--- src/logic/tmrwv_pkg.sv ---
package tmrwv_pkg;

  // Register port addresses
  localparam logic [2:0] ADDR_CTRL_A   = 3'h0;
  localparam logic [2:0] ADDR_CTRL_B   = 3'h1;
  localparam logic [2:0] ADDR_COUNT    = 3'h2;
  localparam logic [2:0] ADDR_CMP_A    = 3'h3;
  localparam logic [2:0] ADDR_CMP_B    = 3'h4;
  localparam logic [2:0] ADDR_FLAGS    = 3'h5;

  // control_reg_a fields
  localparam int unsigned CA_ACT_A_LSB = 6;
  localparam int unsigned CA_ACT_B_LSB = 4;
  localparam int unsigned CA_WS_LSB    = 0;
  // control_reg_b fields
  localparam int unsigned CB_TOPSEL    = 3;
  localparam int unsigned CB_CS_LSB    = 0;
  // Flag register fields, write one to clear
  localparam int unsigned FLG_OVF      = 0;
  localparam int unsigned FLG_MATCH_A  = 1;
  localparam int unsigned FLG_MATCH_B  = 2;

  // Reset values
  localparam logic [1:0] RST_ACT       = 2'h0;
  localparam logic [1:0] RST_WS_LO     = 2'h0;
  localparam logic       RST_TOPSEL    = 1'b0;
  localparam logic [2:0] RST_CS        = 3'h0;

  // wave_shape_select codes
  localparam logic [2:0] WS_NORMAL     = 3'h0;
  localparam logic [2:0] WS_PC_FF      = 3'h1;
  localparam logic [2:0] WS_CTC        = 3'h2;
  localparam logic [2:0] WS_FAST_FF    = 3'h3;
  localparam logic [2:0] WS_PC_A       = 3'h5;
  localparam logic [2:0] WS_FAST_A     = 3'h7;

  // output_action codes
  localparam logic [1:0] ACT_NONE      = 2'h0;
  localparam logic [1:0] ACT_TOGGLE    = 2'h1;
  localparam logic [1:0] ACT_CLEAR     = 2'h2;
  localparam logic [1:0] ACT_SET       = 2'h3;

  // Clock select codes and prescaler masks
  localparam int unsigned PRE_W        = 10;
  localparam logic [2:0] CS_STOP       = 3'h0;
  localparam logic [2:0] CS_DIV1       = 3'h1;
  localparam logic [2:0] CS_DIV8       = 3'h2;
  localparam logic [2:0] CS_DIV64      = 3'h3;
  localparam logic [2:0] CS_DIV256     = 3'h4;
  localparam logic [2:0] CS_DIV1024    = 3'h5;
  localparam logic [9:0] PM_DIV1       = 10'h000;
  localparam logic [9:0] PM_DIV8       = 10'h007;
  localparam logic [9:0] PM_DIV64      = 10'h03F;
  localparam logic [9:0] PM_DIV256     = 10'h0FF;
  localparam logic [9:0] PM_DIV1024    = 10'h3FF;

endpackage

--- src/logic/tmrwv_core.sv ---
// Implementation choices: strobed register access and the register offsets.
`timescale 1ns/1ps
module tmrwv_core
  import tmrwv_pkg::*;
#(
  parameter int unsigned CNT_W = 8
)
(
  input  wire logic             core_clk,
  input  wire logic             reset_n,
  input  wire logic             core_en,
  input  wire logic [2:0]       reg_addr,
  input  wire logic [CNT_W-1:0] reg_wdata,
  input  wire logic             reg_wr,
  input  wire logic             reg_rd,
  output logic      [CNT_W-1:0] reg_rdata,
  output logic                  wave_out_a,
  output logic                  wave_out_b,
  output logic                  overflow_flag,
  output logic                  match_flag_a,
  output logic                  match_flag_b
);

  localparam logic [CNT_W-1:0] CNT_MAX  = {CNT_W{1'b1}};
  localparam logic [CNT_W-1:0] CNT_ZERO = {CNT_W{1'b0}};

  logic [1:0]       act_a_q;
  logic [1:0]       act_b_q;
  logic [1:0]       ws_lo_q;
  logic             top_sel_q;
  logic [2:0]       clk_sel_q;
  logic [CNT_W-1:0] cnt_q;
  logic [CNT_W-1:0] cnt_d;
  logic             up_q;
  logic             up_d;
  logic [CNT_W-1:0] buf_a_q;
  logic [CNT_W-1:0] buf_b_q;
  logic [CNT_W-1:0] cmp_a_q;
  logic [CNT_W-1:0] cmp_b_q;
  logic [CNT_W-1:0] cmp_a_d;
  logic [CNT_W-1:0] cmp_b_d;
  logic             block_q;
  logic [PRE_W-1:0] pre_q;
  logic             ovf_q;
  logic             mfa_q;
  logic             mfb_q;
  logic             wave_a_q;
  logic             wave_b_q;
  logic             wave_a_d;
  logic             wave_b_d;
  logic [CNT_W-1:0] rdata_q;
  logic [CNT_W-1:0] rd_mux;

  wire              wr_en     = reg_wr & core_en;
  wire              rd_en     = reg_rd & core_en;
  wire              sel_ctrl_a = wr_en && (reg_addr == ADDR_CTRL_A);
  wire              sel_ctrl_b = wr_en && (reg_addr == ADDR_CTRL_B);
  wire              cnt_wr    = wr_en && (reg_addr == ADDR_COUNT);
  wire              sel_cmp_a = wr_en && (reg_addr == ADDR_CMP_A);
  wire              sel_cmp_b = wr_en && (reg_addr == ADDR_CMP_B);
  wire              sel_flags = wr_en && (reg_addr == ADDR_FLAGS);

  // Mode decode; shapes 0x4 and 0x6 fall back to free running
  wire [2:0]        wsel      = {top_sel_q, ws_lo_q};
  wire              is_ctc    = (wsel == WS_CTC);
  wire              is_fast   = (wsel == WS_FAST_FF) || (wsel == WS_FAST_A);
  wire              is_pc     = (wsel == WS_PC_FF) || (wsel == WS_PC_A);
  wire              is_pwm    = is_fast | is_pc;
  wire              top_is_a  = is_ctc || (wsel == WS_FAST_A) || (wsel == WS_PC_A);
  wire [CNT_W-1:0]  top_val   = top_is_a ? cmp_a_q : CNT_MAX;
  wire              at_top    = (cnt_q == top_val);
  wire              at_bot    = (cnt_q == CNT_ZERO);

  // Prescaler: one tick every N core clocks
  wire [PRE_W-1:0]  pre_mask  = (clk_sel_q == CS_DIV8)    ? PM_DIV8 :
                                (clk_sel_q == CS_DIV64)   ? PM_DIV64 :
                                (clk_sel_q == CS_DIV256)  ? PM_DIV256 :
                                (clk_sel_q == CS_DIV1024) ? PM_DIV1024 : PM_DIV1;
  wire              cs_run    = (clk_sel_q != CS_STOP) && (clk_sel_q <= CS_DIV1024);
  wire              tick      = core_en && cs_run && ((pre_q & pre_mask) == pre_mask);

  // A counter write blocks matches until the next tick has passed
  wire              eq_a      = (cnt_q == cmp_a_q) && !block_q;
  wire              eq_b      = (cnt_q == cmp_b_q) && !block_q;

  // Next count for each shape
  wire [CNT_W-1:0]  cnt_inc   = cnt_q + 1'b1;
  wire [CNT_W-1:0]  cnt_dec   = cnt_q - 1'b1;
  wire [CNT_W-1:0]  cnt_pc    = up_q ? (at_top ? cnt_dec : cnt_inc) : (at_bot ? cnt_inc : cnt_dec);
  wire [CNT_W-1:0]  cnt_nxt   = is_pc   ? cnt_pc :
                                is_fast ? (at_top ? CNT_ZERO : cnt_inc) :
                                is_ctc  ? ((cnt_q == cmp_a_q) ? CNT_ZERO : cnt_inc) :
                                cnt_inc;

  // CPU write has priority over counting
  assign cnt_d = cnt_wr ? reg_wdata : (tick ? cnt_nxt : cnt_q);
  assign up_d  = !tick ? up_q : (is_pc ? (up_q ? !at_top : at_bot) : 1'b1);

  wire              ovf_ev    = tick && !cnt_wr &&
                                (is_pc   ? (!up_q && at_bot) :
                                 is_fast ? at_top :
                                 (cnt_q == CNT_MAX));

  // Buffered compare values reach the comparator only at top in PWM shapes;
  // elsewhere the comparator follows the written value at once
  wire              pwm_load  = tick && at_top && !cnt_wr;
  // Gated by the enable so a mode change cannot move the comparator while frozen
  wire              cmp_follow = !is_pwm && core_en;
  assign cmp_a_d = (!is_pwm && sel_cmp_a) ? reg_wdata :
                   (cmp_follow || pwm_load) ? buf_a_q : cmp_a_q;
  assign cmp_b_d = (!is_pwm && sel_cmp_b) ? reg_wdata :
                   (cmp_follow || pwm_load) ? buf_b_q : cmp_b_q;

  // Output action for one channel at a tick
  function automatic logic wave_nxt(
    input logic [1:0]       act,
    input logic             cur,
    input logic             eq,
    input logic             chan_a,
    input logic [CNT_W-1:0] cmp
  );
    logic tog;
    begin
      tog      = chan_a && (act == ACT_TOGGLE) && top_sel_q;
      wave_nxt = cur;
      if (act == ACT_NONE)
      begin
        wave_nxt = cur;
      end
      else if (!is_pwm)
      begin
        if (eq)
        begin
          wave_nxt = (act == ACT_TOGGLE) ? !cur : act[0];
        end
      end
      else if (tog)
      begin
        if (eq)
        begin
          wave_nxt = !cur;
        end
      end
      else if (act[1] && is_fast)
      begin
        // Top-to-bottom action wins, so a compare at top gives a flat level
        if (at_top)
        begin
          wave_nxt = !act[0];
        end
        else if (eq)
        begin
          wave_nxt = act[0];
        end
      end
      else if (act[1])
      begin
        // At bottom the level is forced to what an up-count start needs
        if (!up_q && at_bot)
        begin
          wave_nxt = (cmp != CNT_ZERO) ^ act[0];
        end
        else if (eq && !(cmp == top_val))
        begin
          wave_nxt = up_q ? act[0] : !act[0];
        end
      end
    end
  endfunction

  // A process, not an assign, so the mode signals read inside the function wake it
  always_comb
  begin
    wave_a_d = wave_a_q;
    wave_b_d = wave_b_q;
    if (tick)
    begin
      wave_a_d = wave_nxt(act_a_q, wave_a_q, eq_a, 1'b1, cmp_a_q);
      wave_b_d = wave_nxt(act_b_q, wave_b_q, eq_b, 1'b0, cmp_b_q);
    end
  end

  // Flags: a set in the same cycle as a clear wins
  wire              ovf_d     = (ovf_q & !(sel_flags & reg_wdata[FLG_OVF])) | ovf_ev;
  wire              mfa_d     = (mfa_q & !(sel_flags & reg_wdata[FLG_MATCH_A])) | (tick & eq_a);
  wire              mfb_d     = (mfb_q & !(sel_flags & reg_wdata[FLG_MATCH_B])) | (tick & eq_b);
  wire              block_d   = cnt_wr ? 1'b1 : (tick ? 1'b0 : block_q);

  always_comb
  begin
    rd_mux = CNT_ZERO;
    if (reg_addr == ADDR_CTRL_A)
    begin
      rd_mux[CA_ACT_A_LSB +: 2] = act_a_q;
      rd_mux[CA_ACT_B_LSB +: 2] = act_b_q;
      rd_mux[CA_WS_LSB +: 2]    = ws_lo_q;
    end
    else if (reg_addr == ADDR_CTRL_B)
    begin
      rd_mux[CB_TOPSEL]      = top_sel_q;
      rd_mux[CB_CS_LSB +: 3] = clk_sel_q;
    end
    else if (reg_addr == ADDR_COUNT)
    begin
      rd_mux = cnt_q;
    end
    else if (reg_addr == ADDR_CMP_A)
    begin
      rd_mux = buf_a_q;
    end
    else if (reg_addr == ADDR_CMP_B)
    begin
      rd_mux = buf_b_q;
    end
    else if (reg_addr == ADDR_FLAGS)
    begin
      rd_mux[FLG_OVF]     = ovf_q;
      rd_mux[FLG_MATCH_A] = mfa_q;
      rd_mux[FLG_MATCH_B] = mfb_q;
    end
  end

  // Read data stand for one cycle only; frozen with the rest while disabled
  wire [CNT_W-1:0]  rdata_d   = !core_en ? rdata_q : (rd_en ? rd_mux : CNT_ZERO);

  always_ff @(posedge core_clk or negedge reset_n)
  begin
    if (!reset_n)
    begin
      act_a_q   <= RST_ACT;
      act_b_q   <= RST_ACT;
      ws_lo_q   <= RST_WS_LO;
      top_sel_q <= RST_TOPSEL;
      clk_sel_q <= RST_CS;
    end
    else if (sel_ctrl_a)
    begin
      act_a_q <= reg_wdata[CA_ACT_A_LSB +: 2];
      act_b_q <= reg_wdata[CA_ACT_B_LSB +: 2];
      ws_lo_q <= reg_wdata[CA_WS_LSB +: 2];
    end
    else if (sel_ctrl_b)
    begin
      top_sel_q <= reg_wdata[CB_TOPSEL];
      clk_sel_q <= reg_wdata[CB_CS_LSB +: 3];
    end
  end

  always_ff @(posedge core_clk or negedge reset_n)
  begin
    if (!reset_n)
    begin
      buf_a_q <= CNT_ZERO;
      buf_b_q <= CNT_ZERO;
    end
    else
    begin
      buf_a_q <= sel_cmp_a ? reg_wdata : buf_a_q;
      buf_b_q <= sel_cmp_b ? reg_wdata : buf_b_q;
    end
  end

  always_ff @(posedge core_clk or negedge reset_n)
  begin
    if (!reset_n)
    begin
      pre_q <= '0;
    end
    else if (core_en)
    begin
      pre_q <= pre_q + 1'b1;
    end
  end

  always_ff @(posedge core_clk or negedge reset_n)
  begin
    if (!reset_n)
    begin
      cnt_q    <= CNT_ZERO;
      up_q     <= 1'b1;
      cmp_a_q  <= CNT_ZERO;
      cmp_b_q  <= CNT_ZERO;
      block_q  <= 1'b0;
      ovf_q    <= 1'b0;
      mfa_q    <= 1'b0;
      mfb_q    <= 1'b0;
      wave_a_q <= 1'b0;
      wave_b_q <= 1'b0;
      rdata_q  <= CNT_ZERO;
    end
    else
    begin
      cnt_q    <= cnt_d;
      up_q     <= up_d;
      cmp_a_q  <= cmp_a_d;
      cmp_b_q  <= cmp_b_d;
      block_q  <= block_d;
      ovf_q    <= ovf_d;
      mfa_q    <= mfa_d;
      mfb_q    <= mfb_d;
      wave_a_q <= wave_a_d;
      wave_b_q <= wave_b_d;
      rdata_q  <= rdata_d;
    end
  end

  assign reg_rdata     = rdata_q;
  assign wave_out_a    = wave_a_q;
  assign wave_out_b    = wave_b_q;
  assign overflow_flag = ovf_q;
  assign match_flag_a  = mfa_q;
  assign match_flag_b  = mfb_q;
endmodule

--- config.mk ---
export PLATFORM = sky130hd
export DESIGN_NAME = tmrwv_core
export DESIGN_NICKNAME = d
export VERILOG_FILES = /design/src/logic/tmrwv_pkg.sv /design/src/logic/tmrwv_core.sv
export SDC_FILE = /design/constraint.sdc
export NUM_CORES = 1
export LEC_CHECK = 0
export BUFFER_PORTS_ARGS = -buffer_cell sky130_fd_sc_hd__buf_2
export CAP_MARGIN = 0
export CORE_MARGIN = 5
export CORE_UTILIZATION = 55
export DETAILED_ROUTE_END_ITERATION = 10
export GPL_TIMING_DRIVEN = 0
export PLACE_DENSITY = 0.73
export SYNTH_ARGS = -nofsm -noshare
export SYNTH_HDL_FRONTEND = slang
export SYNTH_SLANG_ARGS = --single-unit
--- constraint.sdc ---
create_clock -name core_clk -period 4.42 [get_ports core_clk]
set_input_delay 0.442 -clock core_clk [delete_from_list [all_inputs] [get_ports core_clk]]
set_output_delay 0.442 -clock core_clk [all_outputs]
set_load 0.02 [all_outputs]
==> results of run 1 <==
-- cells in the mapped netlist, types with 6 or more instances --
| master | n | share of area [%] |
|---|---|---|
| dfrtp_1 | 74 | 39 |
| nand2_1 | 64 | 5.1 |
| nor2_1 | 42 | 3.3 |
| a21oi_1 | 29 | 3.1 |
| o21ai_0 | 27 | 2.8 |
| clkbuf_1 | 22 | 1.7 |
| mux2_2 | 22 | 5.2 |
| nand3_1 | 20 | 2.1 |
| xnor2_1 | 17 | 3.1 |
| inv_1 | 16 | 1.3 |
| mux2i_1 | 16 | 3.4 |
| nor4_1 | 16 | 2.1 |
| xor2_1 | 13 | 2.4 |
| o211ai_1 | 12 | 1.9 |
| buf_2 | 10 | 1.1 |
| nor3_1 | 10 | 1.1 |
| o22ai_1 | 10 | 1.3 |
| nand2b_1 | 8 | 1.1 |
| nand4_1 | 8 | 1.1 |
| o2bb2ai_1 | 7 | 1.3 |
| a22o_1 | 6 | 1.1 |
| a31oi_1 | 6 | 0.79 |
| a32o_1 | 6 | 1.3 |
| and3_1 | 6 | 0.79 |
| nor2b_1 | 6 | 0.79 |
| nor3b_1 | 6 | 0.95 |
-- area by class of cell --
class / instances / area [sq um] / area share (%)
tap: 108 / 135 / 2.59
multi-input combinational: 404 / 2620 / 50.1
timing repair buffer: 26 / 155 / 2.97
inverter: 17 / 63.8 / 1.22
clock buffer: 12 / 145 / 2.78
buffer: 42 / 198 / 3.79
clock inverter: 4 / 26.3 / 0.504
sequential: 75 / 1880 / 36.0
-- sequential cells by signal (all words and copies together) (netlist names) --
| register | flops |
|---|---|
| overflow_flag | 1 |
| top_sel_q | 1 |
| up_q | 1 |
| cnt_q | 8 |
| cmp_b_q | 8 |
| reg_rdata | 8 |
| wave_out_a | 1 |
| match_flag_b | 1 |
| cmp_a_q | 8 |
| clk_sel_q | 3 |
| block_q | 1 |
| act_b_q | 2 |
| buf_b_q | 8 |
| act_a_q | 2 |
| ws_lo_q | 2 |
| buf_a_q | 8 |
| match_flag_a | 1 |
| pre_q | 10 |
| wave_out_b | 1 |
-- cell usage in the layout, fill, tap and decap left out, types with 5 or more instances in the layout --
| cell type | synthesis | layout |
|---|---|---|
| dfrtp_1 | 74 | 74 |
| nand2_1 | 64 | 64 |
| nor2_1 | 42 | 42 |
| buf_2 | 10 | 34 |
| a21oi_1 | 29 | 29 |
| o21ai_0 | 27 | 27 |
| clkbuf_1 | 22 | 24 |
| mux2_2 | 22 | 22 |
| nand3_1 | 20 | 20 |
| xnor2_1 | 17 | 17 |
| inv_1 | 16 | 16 |
| mux2i_1 | 16 | 16 |
| nor4_1 | 16 | 15 |
| xor2_1 | 13 | 13 |
| o211ai_1 | 12 | 12 |
| nor3_1 | 10 | 10 |
| o22ai_1 | 10 | 10 |
| clkbuf_8 | 0 | 10 |
| nand2b_1 | 8 | 8 |
| nand4_1 | 8 | 8 |
| o2bb2ai_1 | 7 | 7 |
| and3_1 | 6 | 6 |
| nor3b_1 | 6 | 6 |
| a32o_1 | 6 | 6 |
| a22o_1 | 6 | 6 |
| nor2b_1 | 6 | 6 |
| a31oi_1 | 6 | 6 |
| buf_1 | 5 | 5 |
-- layer usage --
metal | part of all wire, % | GRT usage (%) | wire length, um | vias up
met5 | 0 | 0 | 0 | -
met4 | 3.5 | 11.4 | 482 | 0
met3 | 8.6 | 6.97 | 1180 | 43
met2 | 44 | 42.2 | 6130 | 238
met1 | 43 | 38.3 | 5990 | 2063
li1 | - | - | - | 2036
-- stage by stage --
stage | util (%) | area [sq um]
floorplan | - | 4750
global placement | 58.6 | 5010
detailed placement | 58.9 | 5040
CTS | 60.9 | 5210
global route | 61.0 | 5220
finish | 61.0 | 5220
-- path summary, 6_finish.rpt --
kind                           from      endpoint  slack, ns  cells after the start
max                        cnt_q[5]    wave_out_a       1.51                      8
min                         reset_n    buf_a_q[6]       0.01                      1
max reg2reg                cnt_q[5]    wave_out_a       1.51                      8
min reg2reg                pre_q[9]      pre_q[9]       0.49                      1
max in group asynchronous   reset_n          up_q       3.78                      2
min in group core_clk        reg_rd  reg_rdata[0]       0.44                      3
-- power by group through the flow --
stage                     logic, mW  clock network (mW)  registers [mW]
after floorplan               0.788                   0           0.992
after global placement         1.00                   0            1.03
after detailed placement       1.04                   0            1.04
after CTS                      1.04               0.476            1.03
after global routing           1.17               0.510            1.05
final                          1.06               0.476            1.03
-- kinds of logic (layout without fill, tap and decap cells) --
family / count (synthesis) / after routing / synth area share (%)
mux: 38 / 38 / 8.59
simple gates: 202 / 202 / 21.2
flops: 75 / 75 / 39.5
fa+ha+maj: 4 / 4 / 1.05
xor+xnor: 30 / 30 / 5.53
compound gates: 130 / 130 / 18.6
buf+inv: 59 / 101 / 5.51
==> results.md, run 1 <==
* WP data required at 4.65 ns
* Final Slew Violations at 0
* Crit path max-delay cell type: nor4_1
* CTS clk-pin slew, worst paths at 0.08 ns
* Register bit total from synthesis at 75
* Design Power at 2.57 mW
* # Post-CTS Setup Buffers at 0
* Syn Inst Count at 538
* Unique masters post-synth at between 50 and 60
* Die height at 103 um
* Lkg Pwr at 2.15 nW
* DRT Wirelength at 13800 um
* Pre-CTS WS at 1.58 ns
* Htree depth at 3
* Hold WC Path Type: primary input to asynchronous set/reset pin
* Relative slew slack at 17.3%
* Max clock buf depth at 2
* Worst-Margin Slew at 1.23 ns
* Synth Warn # at 0
* Kind of critical path: register to register
* Hold-fix buffers at CTS at 0
* CTS tree: done
* DR iter-0 viols at around 500
* Setup ws final at 1.51 ns
* Core area at 8550 sq um
* TNS Setup at 0 ns
* Mapped Nets at 558
* Placed insts at 672
* Max VDD drop at 338 uV
* Post-DP HPWL at 10100 um
* P_int at 1.51 mW
* Status: complete, no violations
* Register share of total power at 40.2%
* CTS Buf Count at 9
* IO Count at 29
* Worst Path Buf+Inv at 1
* Routed via count at approximately 4400
* Fin nets at approximately 600
* Data arrival, critical path at 3.14 ns
* Tcrit/Tclk final at 65.8%
* FFs w/ async S/R, synth at 100%
* NetSw at 1.05 mW
* # setup viols final at 0
* Largest net degree at the start of global routing at 48
* # diodes at 0
* CP max stage delay at 0.49 ns
* Power Dens Cells at between 400 and 500 nW/um^2
* Post_cts resized at 0
* CTS root buffer: clkbuf_8
* Chip width at 103 um
* Crit path max-delay family: simple AND/OR/NAND/NOR gates
* Vias per cell at about 6.4
* Skew final at 0.00967 ns
* Final hold slack at 0.0139 ns
* Starting Density at between 50% and 60%
* Final min period at 2.91 ns
* Critical Path Fanout Max at 10
* Final hold vios at 0
* Final ANT Viol Nets at 0
* Die footprint at 10600 sq um
* Gr ovfl total at 0
* # port buffers at 25
* Clk_lat worst skew at 0.35 ns
* Max Clk Rate at between 300 and 400 MHz
* Wirelength per Cell at around 20 um
* Sw frac at 41.1%
* Unrepaired setup endpoints after global routing: no
* Comb pwr share at 41.3%
* Vias in the first global route at 4320
* Finished Layout Cells at between 600 and 700
* Placer Congestion at 0.982
* Primary FF master, synth: dfrtp_1
* CP endpoint kind: register
* DR pass1 iterations at 5
* Area of the mapped netlist at 4750 sq um
* Post-Syn Area per Cell at 8.83 sq um
* CP Launch Type: register
* Filler cell count at 722
* Clk pwr share at between 10% and 20%
* First-pass GRT wire length at 22500 um
* Rows at 34
* Initial antenna violation count at 0
* CP Cell Sequence: clkbuf_1 -> nor4_1 -> and3_1 -> nand2_1 -> mux2i_1 -> nand3_1 -> a211oi_1 -> mux2_2
* GRT Overall Usage at 27.9%
* Fraction of layout cells with a size suffix above 1 at roughly 15%
* Post-synthesis sequential area ratio at between 30% and 40%
* CTS sink cnt at between 70 and 80
* Max-cap violations at 0
* DRC at 0
* Post-synth EDFFs at 0
* Layout area overhead at 9.85%
(Power assumes the default switching activity.)
==> run 2: changes to the inputs <==
- clock period: 4.42 -> 2.8 ns (I/O delays scaled with it)
==> run 2 against run 1 <==
  * Largest cell class unchanged
  * Worst hold slack improved by 0.26 ns
  * Combinational power increased by 59%
  * Worst setup slack got worse by 1.4 ns
  * Die area unchanged
==> results.md, run 2 (same netlist as run 1, synthesis figures left out) <==
* Routed via count at 4384 (was 4380)
* CP Cell Sequence: clkbuf_2 -> nor4_4 -> and3_2 -> nand2_1 -> mux2i_2 -> nand3_1 -> a211oi_1 -> mux2_2 (was clkbuf_1 -> nor4_1 -> and3_1 -> nand2_1 -> mux2i_1 -> nand3_1 -> a211oi_1 -> mux2_2)
* DRT Wirelength at 13800 um (about the same)
* # diodes at 0 (unchanged)
* Die footprint at 10600 sq um (unchanged)
* Vias in the first global route at 4327 (was 4320)
* Pre-CTS WS at -0.0388 ns (was 1.58 ns)
* Power Dens Cells at 772 nW/um^2 (was 492 nW/um^2)
* Hold WC Path Type: primary input to register (was primary input to asynchronous set/reset pin)
* Unrepaired setup endpoints after global routing: no (unchanged)
* Wirelength per Cell at 20.0 um (about the same)
* Gr ovfl total at 0 (unchanged)
* Flop2flop setup slack at 0.14 ns (was 1.51 ns)
* CTS root buffer: clkbuf_8 (unchanged)
* Final min period at 2.66 ns (was 2.91 ns)
* Layout area overhead at 11.2% (was 9.85%)
* Tcrit/Tclk final at 95.0% (was 65.8%)
* HP Start: reg_rd
* DRC at 0 (unchanged)
* Worst R2R Path Depth at 8 (unchanged)
* Worst Path Buf+Inv at 1 (unchanged)
* GRT Overall Usage at 27.9% (about the same)
* Largest register FFs at 10 (unchanged)
* Htree depth at 3 (unchanged)
* Critical Path Fanout Max at 10 (unchanged)
* Chip width at 103 um (unchanged)
* Final Slew Violations at 0 (unchanged)
* Vias per cell at 6.35 (was 6.37)
* Final hold vios at 0 (unchanged)
* Worst hold path depth at 3
* Placer Congestion at 0.982 (unchanged)
* # port buffers at 25 (unchanged)
* Max Clk Rate at 376 MHz (was 344 MHz)
* Kind of critical path: register to register (unchanged)
* CTS clk-pin slew, worst paths at 0.08 ns (about the same)
* Placed insts at 672 (unchanged)
* CTS Buf Count at 9 (unchanged)
* DR pass1 iterations at 5 (unchanged)
* Initial antenna violation count at 0 (unchanged)
* Max clock buf depth at 2 (unchanged)
* Starting Density at 55.5% (unchanged)
* # setup viols final at 0 (unchanged)
* First-pass GRT wire length at 22500 um (about the same)
* Largest Register: pre_q (unchanged)
* CP max stage delay at 0.39 ns (was 0.49 ns)
* Relative slew slack at 16.6% (was 17.3%)
* Max-cap violations at 0 (unchanged)
* DR iter-0 viols at 444 (was 496)
* Largest net degree at the start of global routing at 48 (unchanged)
* CTS tree: done (unchanged)
* Finished Layout Cells at 690 (was 688)
* Data arrival, critical path at 2.90 ns (was 3.14 ns)
* Worst-Margin Slew at 1.24 ns (was 1.23 ns)
* Fraction of layout cells with a size suffix above 1 at 16.7% (was 15.2%)
* Skew final at 0.0118 ns (was 0.00967 ns)
* CP endpoint kind: register (unchanged)
* Terminus of the critical flop-to-flop path: wave_out_a (unchanged)
* Crit path max-delay family: simple AND/OR/NAND/NOR gates (unchanged)
* Setup ws final at 0.141 ns (was 1.51 ns)
* Status: complete, no violations (unchanged)
* CTS sink cnt at 75 (unchanged)
* Clk_lat worst skew at 0.35 ns (about the same)
* WP data required at 3.04 ns (was 4.65 ns)
* Most frequent cells in the layout: dfrtp_1 (74), nand2_1 (64), nor2_1 (42), buf_2 (34), a21oi_1 (29) (unchanged)
* TNS Setup at 0 ns (unchanged)
* Max VDD drop at 530 uV (was 338 uV)
* IO Count at 29 (unchanged)
* Commonest non-fill, non-tap cell in the layout: dfrtp_1 (unchanged)
* Rows at 34 (unchanged)
* Lkg Pwr at 2.16 nW (was 2.15 nW)
* RR Startpoint: cnt_q[5] (unchanged)
* Core area at 8550 sq um (unchanged)
* Final ANT Viol Nets at 0 (unchanged)
* CP Launch Type: register (unchanged)
* Fin nets at 597 (was 595)
* Crit path max-delay cell type: dfrtp_1 (was nor4_1)
* WHS Endpoint: reg_rdata[0]
* Die height at 103 um (unchanged)
* Post-DP HPWL at 10100 um (unchanged)
## run 2: changes by cell type in the layout (fill, tap and decap cells not counted), sizes merged
cell / change
clkbuf: +1
dlygate4sd3: +1
## run 2: per-layer routing
metal  vias up  GRT usage, %  routed length (um)
li1       2041             -                   -
met1      2053          38.3                5930
met2       244          42.2                6080
met3        46          7.04                1250
met4         0          11.6                 555
met5         -             0                   0
## run 2: cell type report
type | instances | area [sq um]
plain buffers | 42 | 201
inverters | 17 | 63.8
clock inverters | 4 | 26.3
repair buffers | 28 | 173
well taps | 108 | 135
flip-flops and latches | 75 | 1880
multi-input cells | 404 | 2660
clock buffers | 12 | 145
fillers | 715 | 3270
## run 2: what timing repair did
item	in CTS	in global routing
pin swaps	0	1
resized for setup	1	11
hold endpoints to repair	28	0
buffers inserted	0	1
setup endpoints to repair	1	16
hold buffers	1	0
## run 2: power by group
group | internal (mW) | switching [mW]
Clock | 0.345 | 0.406
Sequential | 1.36 | 0.272
Combinational | 0.684 | 1.01
Total | 2.39 | 1.69
## run 2: worst min-delay path, stage by stage
cell and delay, ns:
buf_2 0.14, o211ai_1 0.09, o2bb2ai_1 0.07
## run 2: worst max path at each step
stage / start / end / slack, ns / cells after the start
6_report: cnt_q[5] / wave_out_a / 0.14 / 8
5_1_grt: top_sel_q / cnt_q[5] / 0.02 / 10
4_1_cts: cnt_q[5] / wave_out_a / 0.01 / 8
3_5_place_dp: cnt_q[5] / wave_out_a / -0.04 / 8
3_3_place_gp: cnt_q[5] / wave_out_a / -0.02 / 8
2_1_floorplan: top_sel_q / wave_out_a / 0.51 / 9
## run 2: metrics by stage
stage | hold WS, ns | util [%] | total power [mW] | cell area, sq um
2_1_floorplan | -0.0156 | - | 2.81 | 4750
3_3_place_gp | 0.459 | 58.6 | 3.21 | 5010
3_5_place_dp | 0.236 | 58.9 | 3.28 | 5040
4_1_cts | 0.266 | 61.1 | 4.02 | 5230
5_1_grt | 0.265 | 61.8 | 4.34 | 5280
6_report | 0.272 | 61.8 | 4.08 | 5280
==> run 3: changes to the inputs <==
- BUFFER_PORTS_ARGS: -buffer_cell sky130_fd_sc_hd__buf_2 -> default
- DONT_BUFFER_PORTS: default -> 1
- PLACE_DENSITY: 0.73 -> 0.7
- SLEW_MARGIN: default -> 30
- clock period: 2.8 -> 2.7 ns (I/O delays scaled with it)
==> run 3 against run 2 <==
  * Register-to-register slack got worse by 0.07 ns
  * Total power rose by 5.1%
  * First-iteration DRC count fell by 11%
  * Cell count fell by 3.8%
  * Critical path depth rose by 2
  * Clock-buffer cell count fell by 1
  * Core utilization fell by 1.1 points
  * Routed wire length rose by 2.3%
  * Global-route usage barely moved
  * Via count fell by 0.43%
  * Sequential power rose by 6%
  * Fmax rose by 1.2%
  * Critical path type unchanged
  * Critical endpoint is now cnt_q[6]
  * Largest power group is now registers
==> results.md, run 3 (same netlist as run 1, synthesis figures left out) <==
* Final Slew Violations at 0 (unchanged)
* Rows at 34 (unchanged)
* Clk_lat worst skew at 0.36 ns (was 0.35 ns)
* Die footprint at 10600 sq um (unchanged)
* Vias per cell at 6.57 (was 6.35)
* Max-cap violations at 0 (unchanged)
* Skew final at 0.0124 ns (was 0.0118 ns)
* Most frequent cells in the layout: dfrtp_1 (74), nand2_1 (64), nor2_1 (42), a21oi_1 (29), o21ai_0 (27) (was dfrtp_1 (74), nand2_1 (64), nor2_1 (42), buf_2 (34), a21oi_1 (29))
* HP Start: reg_wdata[4] (was reg_rd)
* CTS tree: done (unchanged)
* Post-DP HPWL at 9830 um (was 10100 um)
* # setup viols final at 0 (unchanged)
* Final ANT Viol Nets at 0 (unchanged)
* Clk pwr share at 20.5% (was 18.4%)
* Largest Register: pre_q (unchanged)
* Fraction of layout cells with a size suffix above 1 at 13.7% (was 16.7%)
* Commonest non-fill, non-tap cell in the layout: dfrtp_1 (unchanged)
* Worst-Margin Slew at 0.936 ns (was 1.24 ns)
* DR pass1 iterations at 6 (was 5)
* Final min period at 2.63 ns (was 2.66 ns)
* CTS Buf Count at 9 (unchanged)
* DR iter-0 viols at 397 (was 444)
* Register share of total power at 40.3% (was 40.0%)
* Critical Path Fanout Max at 9 (was 10)
* Worst hold path depth at 2 (was 3)
* Placed insts at 646 (was 672)
* Power Dens Cells at 827 nW/um^2 (was 772 nW/um^2)
* Dpl cell area at 4900 sq um (was 5040 sq um)
* Core area at 8550 sq um (unchanged)
* WHS Endpoint: cmp_a_q[4] (was reg_rdata[0])
* Max clock buf depth at 2 (unchanged)
* Terminus of the critical flop-to-flop path: cnt_q[6] (was wave_out_a)
* CTS root buffer: clkbuf_8 (unchanged)
* Largest register FFs at 10 (unchanged)
* Finished Layout Cells at 664 (was 690)
* Status: complete, no violations (unchanged)
* Chip width at 103 um (unchanged)
* Wirelength per Cell at 21.3 um (was 20.0 um)
* Die height at 103 um (unchanged)
* Sw frac at 40.9% (was 41.4%)
* Largest net degree at the start of global routing at 76 (was 48)
* DRC at 0 (unchanged)
* WP data required at 2.92 ns (was 3.04 ns)
* IO Count at 29 (unchanged)
* Comb pwr share at 39.1% (was 41.5%)
* DRT Wirelength at 14100 um (was 13800 um)
* # port buffers at 0 (was 25)
* Worst R2R Path Depth at 10 (was 8)
* # diodes at 0 (unchanged)
* Gr ovfl total at 0 (unchanged)
* Initial antenna violation count at 0 (unchanged)
* Starting Density at 55.5% (unchanged)
* Htree depth at 3 (unchanged)
* Worst Setup SP: ws_lo_q[0] (was cnt_q[5])
* Lkg Pwr at 2.05 nW (was 2.16 nW)
* GRT Overall Usage at 28.0% (was 27.9%)
* Max Clk Rate at 381 MHz (was 376 MHz)
* Routed via count at 4365 (was 4384)
* CTS sink cnt at 75 (unchanged)
* Final hold vios at 0 (unchanged)
* Tcrit/Tclk final at 97.3% (was 95.0%)
* CP Launch Type: register (unchanged)
* Placer Congestion at 0.973 (was 0.982)
* RR Startpoint: ws_lo_q[0] (was cnt_q[5])
* Flop2flop setup slack at 0.07 ns (was 0.14 ns)
* Kind of critical path: register to register (unchanged)
* CP endpoint kind: register (unchanged)
* Filler cell count at 735 (was 715)
* Data arrival, critical path at 2.85 ns (was 2.90 ns)
* Vias in the first global route at 4126 (was 4327)
* Finished layout cell area at 5180 sq um (was 5280 sq um)
* P_int at 2.53 mW (was 2.39 mW)
* First-pass GRT wire length at 22300 um (was 22500 um)
* NetSw at 1.75 mW (was 1.69 mW)
* Layout area overhead at 9.17% (was 11.2%)
* Fin nets at 571 (was 597)
* CTS clk-pin slew, worst paths at 0.09 ns (was 0.08 ns)
* Relative slew slack at 36.8% (was 16.6%)
* Hold WC Path Type: primary input to register (unchanged)
* Max VDD drop at 450 uV (was 530 uV)
[run 3: repair_timing]
item	CTS	global route
setup endpoints to repair	4	18
endpoints found under the hold margin	75	0
buffers inserted	0	1
hold buffers	2	0
resized for setup	5	8
pin swaps	0	1
[run 3: worst max-delay path, stage by stage (launching register included)]
cell and delay, ns:
dfrtp_1 0.40, buf_6 0.15, nor3b_4 0.25, o21ai_0 0.14
a32o_1 0.29, a41o_1 0.31, and3_4 0.20, buf_6 0.13
mux2i_1 0.20, mux2i_1 0.27, o211ai_1 0.16
[run 3: area by class of cell]
cell class / count / area (sq um) / share of cell area [%]
buffer: 41 / 198 / 3.81
clock buffer: 11 / 131 / 2.53
sequential: 75 / 1880 / 36.2
inverter: 17 / 63.8 / 1.23
multi-input combinational: 404 / 2670 / 51.5
tap: 108 / 135 / 2.61
clock inverter: 5 / 62.6 / 1.21
timing repair buffer: 3 / 45.0 / 0.869
[run 3: worst max-delay path by stage]
stage / end / slack, ns / depth (start not counted)
2_1_floorplan: wave_out_a / 0.41 / 9
3_3_place_gp: wave_out_a / -0.18 / 8
3_5_place_dp: wave_out_a / -0.15 / 8
4_1_cts: wave_out_a / 0.03 / 9
5_1_grt: cnt_q[6] / -0.08 / 10
6_report: cnt_q[6] / 0.07 / 10
[run 3: power groups by stage]
stage | combinational, mW | clock, mW | sequential [mW]
after detailed placement | 1.61 | 0 | 1.72
after global placement | 1.57 | 0 | 1.71
after floorplan | 1.29 | 0 | 1.62
final | 1.68 | 0.881 | 1.73
after CTS | 1.65 | 0.886 | 1.70
after global routing | 1.84 | 0.935 | 1.76
[run 3: metal layers]
metal / vias up / wire length [um] / global-route usage [%] / part of all wire (%)
met5: - / 0 / 0 / 0
met4: 0 / 449 / 11.7 / 3.2
met3: 35 / 1350 / 6.70 / 9.6
met2: 226 / 6410 / 42.1 / 45
met1: 2121 / 5910 / 38.7 / 42
li1: 1983 / - / - / -
[run 3: metrics by stage]
| stage | TNS [ns] | setup WS, ns | power (mW) | utilization [%] | hold WS, ns |
|---|---|---|---|---|---|
| after floorplan | 0 | 0.410 | 2.91 | - | -0.0256 |
| after global placement | -0.184 | -0.184 | 3.28 | 57.1 | -0.0241 |
| after detailed placement | -0.192 | -0.145 | 3.33 | 57.3 | -0.0242 |
| after CTS | 0 | 0.0256 | 4.24 | 60.2 | 0.0206 |
| after global routing | -0.0844 | -0.0844 | 4.54 | 60.6 | 0.0212 |
| final | 0 | 0.0725 | 4.29 | 60.6 | 0.0290 |
